[config.mk]
export PLATFORM = sky130hd
export DESIGN_NAME = sfcs_top
export DESIGN_NICKNAME = d
export VERILOG_FILES = /design/src/rtl/sfcs_buf2.v /design/src/rtl/sfcs_top.v
export VERILOG_INCLUDE_DIRS = /design/src /design/src/common
export SDC_FILE = /design/constraint.sdc
export NUM_CORES = 1
export LEC_CHECK = 0
export BUFFER_PORTS_ARGS = -buffer_cell sky130_fd_sc_hd__buf_2
export CORE_ASPECT_RATIO = 2
export CORE_MARGIN = 1.5
export CORE_UTILIZATION = 50
export DETAILED_ROUTE_END_ITERATION = 8
export PLACE_DENSITY = 0.74
export SYNTH_ARGS = -nofsm -noshare
export SYNTH_HDL_FRONTEND = slang
export SYNTH_SLANG_ARGS = --single-unit
[constraint.sdc]
create_clock -name mclk -period 3.25 [get_ports mclk]
set_input_delay 0.65 -clock mclk [delete_from_list [all_inputs] [get_ports mclk]]
set_output_delay 0.65 -clock mclk [all_outputs]
set_load 0.02 [all_outputs]
[src/common/sfcs_regs.vh]
/*
 * constants of the serial flash command sequencer: opcodes, status bits,
 * allocation geometry and link timing.
 * assumes inclusion by bare name from the top-level rtl file only.
 */
`ifndef SFCS_REGS_VH
`define SFCS_REGS_VH

`define SFCS_OP_READ_ID      8'h9F
`define SFCS_OP_READ_STATUS  8'h05
`define SFCS_OP_WRITE_EN     8'h06
`define SFCS_OP_CHIP_ERASE   8'hC7
`define SFCS_OP_READ_DATA    8'h03
`define SFCS_OP_PAGE_PROG    8'h02
`define SFCS_OP_SECTOR_ERASE 8'h20

`define SFCS_ST_BUSY_BIT     0
`define SFCS_ST_WEL_BIT      1

`define SFCS_ID_BYTES        4'h3
`define SFCS_ADDR_BYTES      4'h3
`define SFCS_PROG_MAX        9'h100

`define SFCS_UNIT_SHIFT      12
`define SFCS_MAX_FILES       8'h80
`define SFCS_MAX_FILE_BYTES  25'h100_0000
`define SFCS_SECURE_MIN_UNITS 13'h0002

`define SFCS_CMD_READ_ID     3'h0
`define SFCS_CMD_READ_STATUS 3'h1
`define SFCS_CMD_WRITE_EN    3'h2
`define SFCS_CMD_CHIP_ERASE  3'h3
`define SFCS_CMD_READ_DATA   3'h4
`define SFCS_CMD_PAGE_PROG   3'h5
`define SFCS_CMD_SECTOR_ERASE 3'h6
`define SFCS_CMD_ALLOC       3'h7

`define SFCS_SCK_HALF_DIV    8'h04

`endif

[src/rtl/sfcs_buf2.v]
/*
 * two-entry valid/ready buffer carrying bytes toward the user.
 * assumes one clock mclk and asynchronous active-low reset.
 */
`timescale 1ns/1ps
module sfcs_buf2 #(
    parameter W = 8
) (
    // clock and reset
    input  wire         mclk,
    input  wire         rstn,
    // fill side
    input  wire         in_valid,
    output wire         in_ready,
    input  wire [W-1:0] in_data,
    // drain side
    output wire         out_valid,
    input  wire         out_ready,
    output wire [W-1:0] out_data
);
    reg [W-1:0] mem_r [0:1];
    reg         wp_r;
    reg         rp_r;
    reg [1:0]   cnt_r;
    wire        push = in_valid && in_ready;
    wire        pop  = out_valid && out_ready;

    assign in_ready  = (cnt_r != 2'h2);
    assign out_valid = (cnt_r != 2'h0);
    assign out_data  = mem_r[rp_r];

    always @(posedge mclk or negedge rstn) begin
        if (!rstn) begin
            wp_r     <= 1'b0;
            rp_r     <= 1'b0;
            cnt_r    <= 2'h0;
            mem_r[0] <= {W{1'b0}};
            mem_r[1] <= {W{1'b0}};
        end else begin
            if (push) begin
                mem_r[wp_r] <= in_data;
                wp_r        <= ~wp_r;
            end
            if (pop)
                rp_r <= ~rp_r;
            if (push && !pop)
                cnt_r <= cnt_r + 2'h1;
            else if (pop && !push)
                cnt_r <= cnt_r - 2'h1;
        end
    end
endmodule

[src/rtl/sfcs_top.v]
/*
 * serial flash command sequencer: runs flash command sequences over a
 * dedicated serial link and sizes file allocations in 4KB units.
 * assumes a user command port on mclk and a flash on the link pins;
 * the flash data-out pin is asynchronous and is synchronised here.
 */
`timescale 1ns/1ps
`include "sfcs_regs.vh"
module sfcs_top #(
    parameter AREA_UNITS = 13'h1000
) (
    // clock and reset
    input  wire        mclk,
    input  wire        rstn,
    // command port
    input  wire        cmd_valid,
    output wire        cmd_ready,
    input  wire [2:0]  cmd_code,
    input  wire [23:0] cmd_addr,
    input  wire [24:0] cmd_len,
    input  wire        cmd_secure,
    // program data in
    input  wire        wr_valid,
    output wire        wr_ready,
    input  wire [7:0]  wr_data,
    // read data out
    output wire        rd_valid,
    input  wire        rd_ready,
    output wire [7:0]  rd_data,
    // result
    output reg         done_r,
    output reg         err_r,
    output reg  [7:0]  status_r,
    output reg  [23:0] alloc_addr_r,
    output reg  [7:0]  file_count_r,
    // flash link
    output reg         flash_csn_r,
    output reg         flash_sck_r,
    output reg         flash_mosi_r,
    input  wire        flash_miso
);
    localparam S_IDLE = 3'h0, S_OP = 3'h1, S_ADDR = 3'h2, S_WR = 3'h3;
    localparam S_RD = 3'h4, S_GAP = 3'h5, S_POLL = 3'h6, S_FIN = 3'h7;

    reg [2:0]  st_r;
    reg [2:0]  code_r;
    reg [7:0]  sh_r;
    reg [2:0]  bit_r;
    reg [1:0]  ab_r;
    reg [23:0] addr_r;
    reg [24:0] left_r;
    reg [7:0]  div_r;
    reg        phase_r;
    reg        polling_r;
    reg        miso_s1_r, miso_s2_r;
    reg [12:0] used_r;
    reg        rd_push;
    wire       rd_in_ready;

    // the command port is the only path to flash
    assign cmd_ready = (st_r == S_IDLE);
    wire byte_tick = (div_r == `SFCS_SCK_HALF_DIV);

    // units for a file of len bytes
    function [13:0] units_of;
        input [24:0] len;
        input        sec;
        reg   [13:0] u;
        begin
            u = {1'b0, len[24:12]} + {13'h0000, (len[11:0] != 12'h000)};
            if (u == 14'h0000)
                u = 14'h0001;
            if (sec)
                u = {u[12:0], 1'b0};
            if (sec && u < {1'b0, `SFCS_SECURE_MIN_UNITS})
                u = {1'b0, `SFCS_SECURE_MIN_UNITS};
            units_of = u;
        end
    endfunction

    wire [13:0] req_units = units_of(cmd_len, cmd_secure);
    wire        wr_take   = (st_r == S_WR) && wr_valid && !phase_r && div_r == 8'h00 &&
                            bit_r == 3'h0;
    assign wr_ready = wr_take;

    sfcs_buf2 #(.W(8)) u_rdbuf (
        .mclk      (mclk),
        .rstn      (rstn),
        .in_valid  (rd_push),
        .in_ready  (rd_in_ready),
        .in_data   (sh_r),
        .out_valid (rd_valid),
        .out_ready (rd_ready),
        .out_data  (rd_data)
    );

    always @(posedge mclk or negedge rstn) begin
        if (!rstn) begin
            miso_s1_r <= 1'b0;
            miso_s2_r <= 1'b0;
        end else begin
            miso_s1_r <= flash_miso;
            miso_s2_r <= miso_s1_r;
        end
    end

    always @(posedge mclk or negedge rstn) begin
        if (!rstn) begin
            st_r <= S_IDLE; code_r <= 3'h0; sh_r <= 8'h00; bit_r <= 3'h0;
            ab_r <= 2'h0; addr_r <= 24'h00_0000; left_r <= 25'h000_0000;
            div_r <= 8'h00; phase_r <= 1'b0; polling_r <= 1'b0;
            rd_push <= 1'b0; done_r <= 1'b0; err_r <= 1'b0;
            status_r <= 8'h00; alloc_addr_r <= 24'h00_0000;
            file_count_r <= 8'h00; used_r <= 13'h0000;
            flash_csn_r <= 1'b1; flash_sck_r <= 1'b0; flash_mosi_r <= 1'b0;
        end else begin
            done_r  <= 1'b0;
            rd_push <= 1'b0;
            case (st_r)
            S_IDLE: begin
                if (cmd_valid) begin
                    code_r    <= cmd_code;
                    addr_r    <= cmd_addr;
                    polling_r <= 1'b0;
                    err_r     <= 1'b0;
                    div_r     <= 8'h00;
                    phase_r   <= 1'b0;
                    bit_r     <= 3'h0;
                    case (cmd_code)
                    `SFCS_CMD_ALLOC: begin
                        if (file_count_r == `SFCS_MAX_FILES ||
                            cmd_len > `SFCS_MAX_FILE_BYTES ||
                            {1'b0, used_r} + req_units > {1'b0, AREA_UNITS}) begin
                            err_r <= 1'b1;
                        end else begin
                            alloc_addr_r <= {used_r[11:0], 12'h000};
                            used_r       <= used_r + req_units[12:0];
                            file_count_r <= file_count_r + 8'h01;
                        end
                        done_r <= 1'b1;
                    end
                    `SFCS_CMD_PAGE_PROG: begin
                        if (cmd_len == 25'h000_0000 || cmd_len >= {16'h0000, `SFCS_PROG_MAX}) begin
                            err_r  <= 1'b1;
                            done_r <= 1'b1;
                        end else begin
                            left_r <= cmd_len;
                            st_r <= S_OP; flash_csn_r <= 1'b0;
                            sh_r <= `SFCS_OP_PAGE_PROG;
                        end
                    end
                    default: begin
                        st_r        <= S_OP;
                        flash_csn_r <= 1'b0;
                        case (cmd_code)
                        `SFCS_CMD_READ_ID: begin
                            sh_r <= `SFCS_OP_READ_ID;
                            left_r <= {21'h00_0000, `SFCS_ID_BYTES};
                        end
                        `SFCS_CMD_READ_STATUS: begin
                            sh_r <= `SFCS_OP_READ_STATUS;
                            left_r <= 25'h000_0001;
                        end
                        `SFCS_CMD_WRITE_EN:     sh_r <= `SFCS_OP_WRITE_EN;
                        `SFCS_CMD_CHIP_ERASE:   sh_r <= `SFCS_OP_CHIP_ERASE;
                        `SFCS_CMD_READ_DATA: begin
                            sh_r <= `SFCS_OP_READ_DATA;
                            left_r <= cmd_len;
                        end
                        default: begin
                            // the flash clears one 4KB sector
                            sh_r <= `SFCS_OP_SECTOR_ERASE;
                            addr_r <= {cmd_addr[23:`SFCS_UNIT_SHIFT], 12'h000};
                        end
                        endcase
                    end
                    endcase
                end
            end
            S_GAP: begin
                // chip select high between polls
                flash_csn_r <= 1'b1;
                if (byte_tick) begin
                    div_r <= 8'h00; flash_csn_r <= 1'b0; st_r <= S_OP;
                    sh_r <= `SFCS_OP_READ_STATUS; left_r <= 25'h000_0001;
                end else
                    div_r <= div_r + 8'h01;
            end
            S_FIN: begin
                flash_csn_r <= 1'b1;
                st_r        <= S_IDLE;
                done_r      <= 1'b1;
            end
            default: begin
                // shift engine: one sck half period per divider wrap
                if (st_r == S_RD && left_r == 25'h000_0000) begin
                    st_r <= S_FIN;
                end else if (st_r == S_RD && !phase_r && div_r == 8'h00 && bit_r == 3'h0 &&
                             (!rd_in_ready || rd_push) && !polling_r) begin
                    div_r <= 8'h00; // receiver stalled: hold clock low
                end else if (st_r == S_WR && div_r == 8'h00 && !phase_r && bit_r == 3'h0 &&
                             !wr_valid) begin
                    div_r <= 8'h00;
                end else if (!byte_tick) begin
                    div_r <= div_r + 8'h01;
                    if (wr_take)
                        sh_r <= wr_data;
                    if (!phase_r)
                        flash_mosi_r <= sh_r[7]; // msb first, settled before rise
                end else begin
                    div_r <= 8'h00;
                    phase_r <= ~phase_r;
                    flash_sck_r <= ~phase_r;
                    if (phase_r) begin
                        sh_r  <= {sh_r[6:0], miso_s2_r};
                        bit_r <= bit_r + 3'h1;
                        if (bit_r == 3'h7) begin
                            if (st_r == S_RD) begin
                                left_r <= left_r - 25'h000_0001;
                                if (polling_r) begin
                                    status_r <= {sh_r[6:0], miso_s2_r};
                                    if ((code_r == `SFCS_CMD_WRITE_EN &&
                                         !sh_r[`SFCS_ST_WEL_BIT - 1]) ||
                                        (code_r != `SFCS_CMD_WRITE_EN &&
                                         miso_s2_r == 1'b1)) begin
                                        st_r <= S_GAP;
                                        left_r <= 25'h000_0000;
                                    end else
                                        st_r <= S_FIN;
                                end else if (code_r == `SFCS_CMD_READ_DATA) begin
                                    rd_push <= 1'b1;
                                    sh_r <= {sh_r[6:0], miso_s2_r};
                                end else begin
                                    rd_push <= 1'b1;
                                    if (code_r == `SFCS_CMD_READ_STATUS)
                                        status_r <= {sh_r[6:0], miso_s2_r};
                                end
                            end else if (st_r == S_OP && polling_r) begin
                                st_r <= S_RD;
                            end else if (st_r == S_OP &&
                                         (code_r == `SFCS_CMD_READ_ID ||
                                          code_r == `SFCS_CMD_READ_STATUS)) begin
                                st_r <= S_RD;
                            end else if (st_r == S_OP &&
                                         (code_r == `SFCS_CMD_WRITE_EN ||
                                          code_r == `SFCS_CMD_CHIP_ERASE)) begin
                                st_r <= S_GAP; polling_r <= 1'b1;
                                left_r <= 25'h000_0000;
                            end else if (st_r == S_OP) begin
                                st_r <= S_ADDR; ab_r <= 2'h0;
                                sh_r <= addr_r[23:16];
                            end else if (st_r == S_ADDR) begin
                                ab_r <= ab_r + 2'h1;
                                if (ab_r == 2'h0)
                                    sh_r <= addr_r[15:8];
                                else if (ab_r == 2'h1)
                                    sh_r <= addr_r[7:0];
                                else if (code_r == `SFCS_CMD_READ_DATA)
                                    st_r <= S_RD;
                                else if (code_r == `SFCS_CMD_PAGE_PROG)
                                    st_r <= S_WR;
                                else begin
                                    st_r <= S_GAP; polling_r <= 1'b1;
                                end
                            end else if (st_r == S_WR) begin
                                left_r <= left_r - 25'h000_0001;
                                if (left_r == 25'h000_0001)
                                    st_r <= S_FIN;
                            end
                        end
                    end
                end
            end
            endcase
        end
    end
endmodule

==> flow_summary.yaml, run 1 <==
pwr:
  p_leak_nw: 5.66
  p_total_w: 0.00852
  vdd_drop_max_uv: 451
  pwr_density_cell_mw_per_mm2: 717
detailed_routing:
  highest_layer: "met4"
  first_pass_iters: 9
  drt_iter0_drc: 505
  wl_met3_um: 947
  wl_met1_mm: 9.31
  avgRoutedWirePerCell_um: 18.9
  vias: 8538
  drtAntennaViolNets: 0
  avgViaCountPerCell: 5.93
  routed_wl_mm: 27.3
  drc: 10
  wl_met2_mm: 15.4
clock_network:
  cts-root-buf: "clkbuf_16"
  numCtsBuffers: 17
  htree_levels: 4
  cts.sinks: 147
  tritoncts: "done"
  clockBufferDepth: 2
  clock_latency_ps: 430
  clk_pin_slew_ps: 60
logic_synthesis:
  async_reset_ff_share_pct: 100
  synth_warnings: 0
  netlist_top_cells_area: "dfrtp_1 40%, mux2_2 6.6%, o21ai_0 3.9%"
  postSynthCellCount: 996
  synth_top_area_cell: "dfrtp_1"
  synth_edf_count: 0
  ys_types: 85
  synth_seq_cells: 147
  ys_seq_area_share_pct: 40.2
  synth_top_cell_area_share_pct: 39.9
  synthFlopType: "dfrtp_1"
  synth_area_mm2: 0.00916
  syn_area_per_cell_um2: 9.20
global_routing:
  grt_antenna_before_repair: 0
  grt_pass1_wl_mm: 44.3
  grt_max_degree: 74
  grt_pass1_vias: 8787
  grt-ovfl-total: 0
  grt_usage_pct: 29.3
worst_setup_path:
  arrival_ps: 5640
  crit_path_end_kind: "register"
  worstRegToRegCells: 14
  worst_r2r_endpoint: "used_r[4]$_DFFE_PN0P_"
  crit_slowest_cell: "a2111oi_0"
  critPathKind: "primary input to register"
  cpMostUsedCell: "buf_4"
  r2r_start: "used_r[0]$_DFFE_PN0P_"
  cp_max_fo: 6
  worstSetupStartpointType: "primary input"
  worstPathRequired_ps: 3560
  cpPeakStageDelay_ps: 550
  rrSetupSlack_ps: -30
placement:
  gp_congestion: 0.966
  dpl-instance-area_mm2: 0.0107
  dp.final_hpwl_mm: 20.0
  io_buffers: 110
timing:
  slew_viol_final: 0
  finalSetupViolCount: 34
  relSlewSlack_pct: 51.9
  tns_ps: -68110
  fin_skew_ps: 6.46
  fmaxAchievable_mhz: 188
  tightest_slew_ps: 721
  whs_ps: 224
  period_share_pct: 164
  post-route-min-period_ps: 5330
  worst_slack_ps: -2080
  rsz0062_at_grt: "true"
  hold_viol_final: 0
job:
  max_cap_viol_count: 0
min_path:
  hp-class: "primary input to async pin"
final_layout:
  final_area_mm2: 0.0119
  fin_nets: 1309
  fill_cells: 1467
  multi_input_area_mm2: 0.00539
  diodes: 0
  drive_gt1_share_pct: 34.0
  synthToLayoutAreaGrowth_pct: 29.6
  seqCellArea_mm2: 0.00368
outcome:
  violations: "design-rule violations, negative setup slack"
  status: "finished, violations left"
floorplan:
  die_h_um: 194
  start_util_pct: 51.3
  die_w_um: 98.7
  rows: 69
  core-area_mm2: 0.0179
  die_area_mm2: 0.0192
  pin_count: 123
==> synth_stat cells, types with 25 or more instances <==
cell type,number
dfrtp_1,146
nor2_1,86
nand2_1,81
o21ai_0,72
a21oi_1,57
mux2_2,54
clkbuf_1,41
o21ai_1,37
nor3_1,35
inv_1,29
ha_1,27
nand3_1,25
==> cells by family (layout without fill, tap and decap cells) <==
family,count (synthesis),after routing,share of synthesized area [%]
and+or+nand+nor,341,341,19.6
AOI/OAI and AO/OA,264,264,18.1
DFF,147,147,40.2
buffers and inverters,99,318,5.00
muxes,82,82,9.94
xor gates and xnor gates,34,34,3.25
adders and majority gates,28,28,3.91
other,1,12,0.0409
==> layout make-up <==
class / instances / area share (%)
multi-input cells: 761 / 45.4
flip-flops and latches: 147 / 31.0
repair buffers: 256 / 15.3
clock buffers: 20 / 3.84
well taps: 213 / 2.24
clock inverters: 11 / 1.29
inverters: 31 / 1.00
==> worst max-delay path, delay by kind of cell <==
family | cells | cell delay (ps)
and+or+nand+nor | 7 | 1620
AOI/OAI and AO/OA | 4 | 1250
buffers and inverters | 9 | 940
adders and majority gates | 2 | 430
muxes | 2 | 380
xor gates and xnor gates | 2 | 340
==> stage by stage <==
stage	cells	setup WS, ps	util, %
detailed placement	1390	-2500	60.1
floorplan	1007	-2020	-
global route	1439	-2310	66.5
finish	1439	-2080	66.5
CTS	1437	-1980	66.1
global placement	1390	-2440	60.1
==> where the power goes <==
group	switching [W]	leakage (nW)	internal, W
logic	0.00214	3.44	0.00155
clock network	0.000790	0.289	0.00125
registers	0.000482	1.93	0.00231
total	0.00341	5.66	0.00511
==> cell usage in the layout, fill, tap and decap left out, types with 17 or more instances in the layout <==
cell type	instances
nand2_1	81
mux2_2	47
nand3_1	25
nor3_1	29
inv_1	28
mux2_4	25
a21oi_1	54
nor2_1	84
buf_2	108
o21ai_1	38
buf_4	134
clkbuf_16	17
o21ai_0	71
dfrtp_1	146
ha_1	24
==> registers in the layout (all words and copies together), names as in the netlist, 2 cells and up <==
| register | flops |
|---|---|
| code_r | 3 |
| div_r | 8 |
| file_count_r | 8 |
| u_rdbuf.mem_r | 16 |
| ab_r | 2 |
| used_r | 13 |
| addr_r | 24 |
| st_r | 3 |
| u_rdbuf.cnt_r | 2 |
| alloc_addr_r | 12 |
| sh_r | 8 |
| left_r | 25 |
| status_r | 8 |
| bit_r | 3 |
==> worst max path at each step <==
stage,from,to,cells after the start
floorplan,cmd_len[0],alloc_addr_r[23]$_DFFE_PN0P_,22
global placement,cmd_len[0],alloc_addr_r[15]$_DFFE_PN0P_,24
detailed placement,cmd_len[0],used_r[5]$_DFFE_PN0P_,24
CTS,cmd_len[4],used_r[4]$_DFFE_PN0P_,26
global route,cmd_len[2],used_r[9]$_DFFE_PN0P_,26
finish,cmd_len[4],used_r[4]$_DFFE_PN0P_,26
==> what timing repair did <==
item / 4_1_cts / 5_1_grt
hold buffers: 0 / 0
setup buffers: 14 / 2
pin swaps: 37 / 2
endpoints found under the hold margin: 0 / 0
endpoints found under the setup margin: 34 / 34
cloned: 3 / 0
gates resized for setup: 56 / 8
==> metal layers <==
| metal | vias to the layer above | global-route usage, % |
|---|---|---|
| met5 | - | 0 |
| li1 | 4033 | - |
| met3 | 98 | 4.35 |
| met2 | 264 | 56.0 |
| met4 | 0 | 17.5 |
| met1 | 4143 | 28.9 |
(Power assumes the default switching activity.)
==> run 2: changes to the inputs <==
--- a/config.mk
+++ b/config.mk
@@ -10,6 +10,7 @@
 export CORE_ASPECT_RATIO = 2
 export CORE_MARGIN = 1.5
 export CORE_UTILIZATION = 50
+export CTS_BUF_LIST = sky130_fd_sc_hd__clkbuf_16
 export DETAILED_ROUTE_END_ITERATION = 8
 export PLACE_DENSITY = 0.74
 export SYNTH_ARGS = -nofsm -noshare
==> run 2 against run 1 <==
The run still ends with design-rule violations, negative setup slack left. Design area down 0.17%. Critical path depth unchanged. Combinational power about the same. Cell count unchanged.
==> flow_summary.yaml, run 2 (same netlist as run 1, synthesis figures left out) <==
pwr:
  p_total_w: 0.00846
  pwr-share-seq_pct: 33.1
  combPwrFrac_pct: 43.5
  pwr_density_cell_mw_per_mm2: 713
  netSwitchingPower_w: 0.00340
  p_leak_nw: 5.65
  pwr-share-clk_pct: 23.5
  intPower_w: 0.00506
  vdd_drop_max_uv: 451
  swShare_pct: 40.2
detailed_routing:
  drt_iter0_drc: 540
  avgViaCountPerCell: 5.98
  first_pass_iters: 9
  vias: 8604
  drtAntennaViolNets: 0
  avgRoutedWirePerCell_um: 19.0
  drc: 10
  routed_wl_mm: 27.3
clock_network:
  ctsHoldBuffers: 0
  htree_levels: 4
  clockBufferDepth: 2
  clk_pin_slew_ps: 60
  clock_latency_ps: 430
  cts-root-buf: "clkbuf_16"
  tritoncts: "done"
  numCtsBuffers: 17
  cts.sinks: 147
timing:
  rsz0062_at_grt: "true"
  post-route-min-period_ps: 5330
  fmaxAchievable_mhz: 188
  worst_slack_ps: -2080
  relSlewSlack_pct: 52.0
  finalSetupViolCount: 34
  slew_viol_final: 0
  tightest_slew_ps: 717
  period_share_pct: 164
  fin_skew_ps: 7.00
  hold_viol_final: 0
global_routing:
  grt_pass1_vias: 8781
  grt_max_degree: 74
  grt_pass1_wl_mm: 44.3
  grtUsageMet3_pct: 4.35
  gr-usage-met2_pct: 55.9
  grt_antenna_before_repair: 0
  gr-max-usage-layer: "met2"
  grt_usage_pct: 29.2
  grt_use_met1_pct: 28.9
  grt-ovfl-total: 0
floorplan:
  die_w_um: 98.7
  die_area_mm2: 0.0192
  core-area_mm2: 0.0179
  die_h_um: 194
  start_util_pct: 51.3
  pin_count: 123
  rows: 69
final_layout:
  largest_reg_flops: 25
  top_register: "left_r"
  layout_commonest_cell: "dfrtp_1"
  drive_gt1_share_pct: 33.8
  layout_common_cells: "146 x dfrtp_1, 134 x buf_4, 108 x buf_2, 84 x nor2_1, 81 x nand2_1"
  diodes: 0
  fin_nets: 1309
  fill_cells: 1476
  synthToLayoutAreaGrowth_pct: 29.4
  instances_no_fill: 1439
  reg_top3: "left_r: 25 flops, addr_r: 24 flops, u_rdbuf.mem_r: 16 flops"
placement:
  io_buffers: 110
  numPlacedInstances: 1390
  gp_congestion: 0.966
  dp.final_hpwl_mm: 20.0
outcome:
  violations: "design-rule violations, negative setup slack"
  status: "finished, violations left"
worst_setup_path:
  crit_slowest_cell: "a2111oi_0"
  path_delay_family: "simple AND/OR/NAND/NOR gates"
  worstSetupStartpointType: "primary input"
  worstPathRequired_ps: 3560
  arrival_ps: 5640
  crit_path_end_kind: "register"
  cpMostUsedCell: "buf_4"
  crit_buf_inv: 9
  cp_max_fo: 6
  critPathKind: "primary input to register"
  cpPeakStageDelay_ps: 550
min_path:
  hp-class: "primary input to async pin"
job:
  max_cap_viol_count: 0
run 2: what timing repair did:
action,4_1_cts,5_1_grt
pin swaps,37,2
resized for setup,56,8
setup endpoints to repair,34,34
buffers inserted,14,2
endpoints found under the hold margin,0,0
gates cloned,3,0
run 2: power groups by stage:
stage,registers (W),clock network (W),logic [W]
after floorplan,0.00268,0,0.00257
after global placement,0.00280,0,0.00349
after detailed placement,0.00281,0,0.00355
after CTS,0.00278,0.00202,0.00363
after global routing,0.00286,0.00209,0.00407
final,0.00280,0.00198,0.00368
run 2: worst register-to-register path, cell delays in order, from the launching register on:
cell and delay (ps):
dfrtp_1 400, ha_2 210, fa_2 390, a21o_1 170, a221o_1 320, a21oi_2 200
xnor2_2 160, nor3_2 80, buf_4 150, a32oi_4 310, nor2_8 90, buf_12 140
buf_12 110, buf_12 140, mux2_4 310
run 2: path summary, 6_finish.rpt:
path,start,end,slack [ps],depth (start not counted)
max,cmd_len[4],used_r[4]$_DFFE_PN0P_,-2080,26
max in group asynchronous,rstn,st_r[0]$_DFFE_PN0P_,2180,2
min in group mclk,flash_miso,miso_s1_r$_DFF_PN0_,320,1
min,rstn,div_r[0]$_DFFE_PN0P_,220,1
min reg2reg,miso_s1_r$_DFF_PN0_,miso_s2_r$_DFF_PN0_,370,0
max reg2reg,used_r[0]$_DFFE_PN0P_,used_r[4]$_DFFE_PN0P_,-30,14
run 2: cell type report:
cell class,instances,area (um^2),share of cell area [%]
well taps,213,267,2.25
clock buffers,17,425,3.59
flip-flops and latches,147,3680,31.0
repair buffers,256,1810,15.3
inverters,31,119,1.00
clock inverters,14,164,1.38
multi-input cells,761,5390,45.4
run 2: metal layers:
metal	share of wire [%]	vias up
li1	-	4040
met1	34	4170
met2	56	295
met3	3.6	99
met4	5.9	0
met5	0	-
run 2: metrics by stage:
| step | setup slack (ps) | cell area [um^2] | utilization (%) | TNS (ps) | hold slack, ps |
|---|---|---|---|---|---|
| finish | -2080 | 11900 | 66.4 | -67980 | 220 |
| global route | -2310 | 11900 | 66.4 | -75870 | 280 |
| CTS | -1980 | 11800 | 66.0 | -64000 | 259 |
| detailed placement | -2500 | 10700 | 60.1 | -82950 | 352 |
| global placement | -2440 | 10700 | 60.1 | -81250 | 337 |
| floorplan | -2020 | 9260 | - | -65260 | 331 |
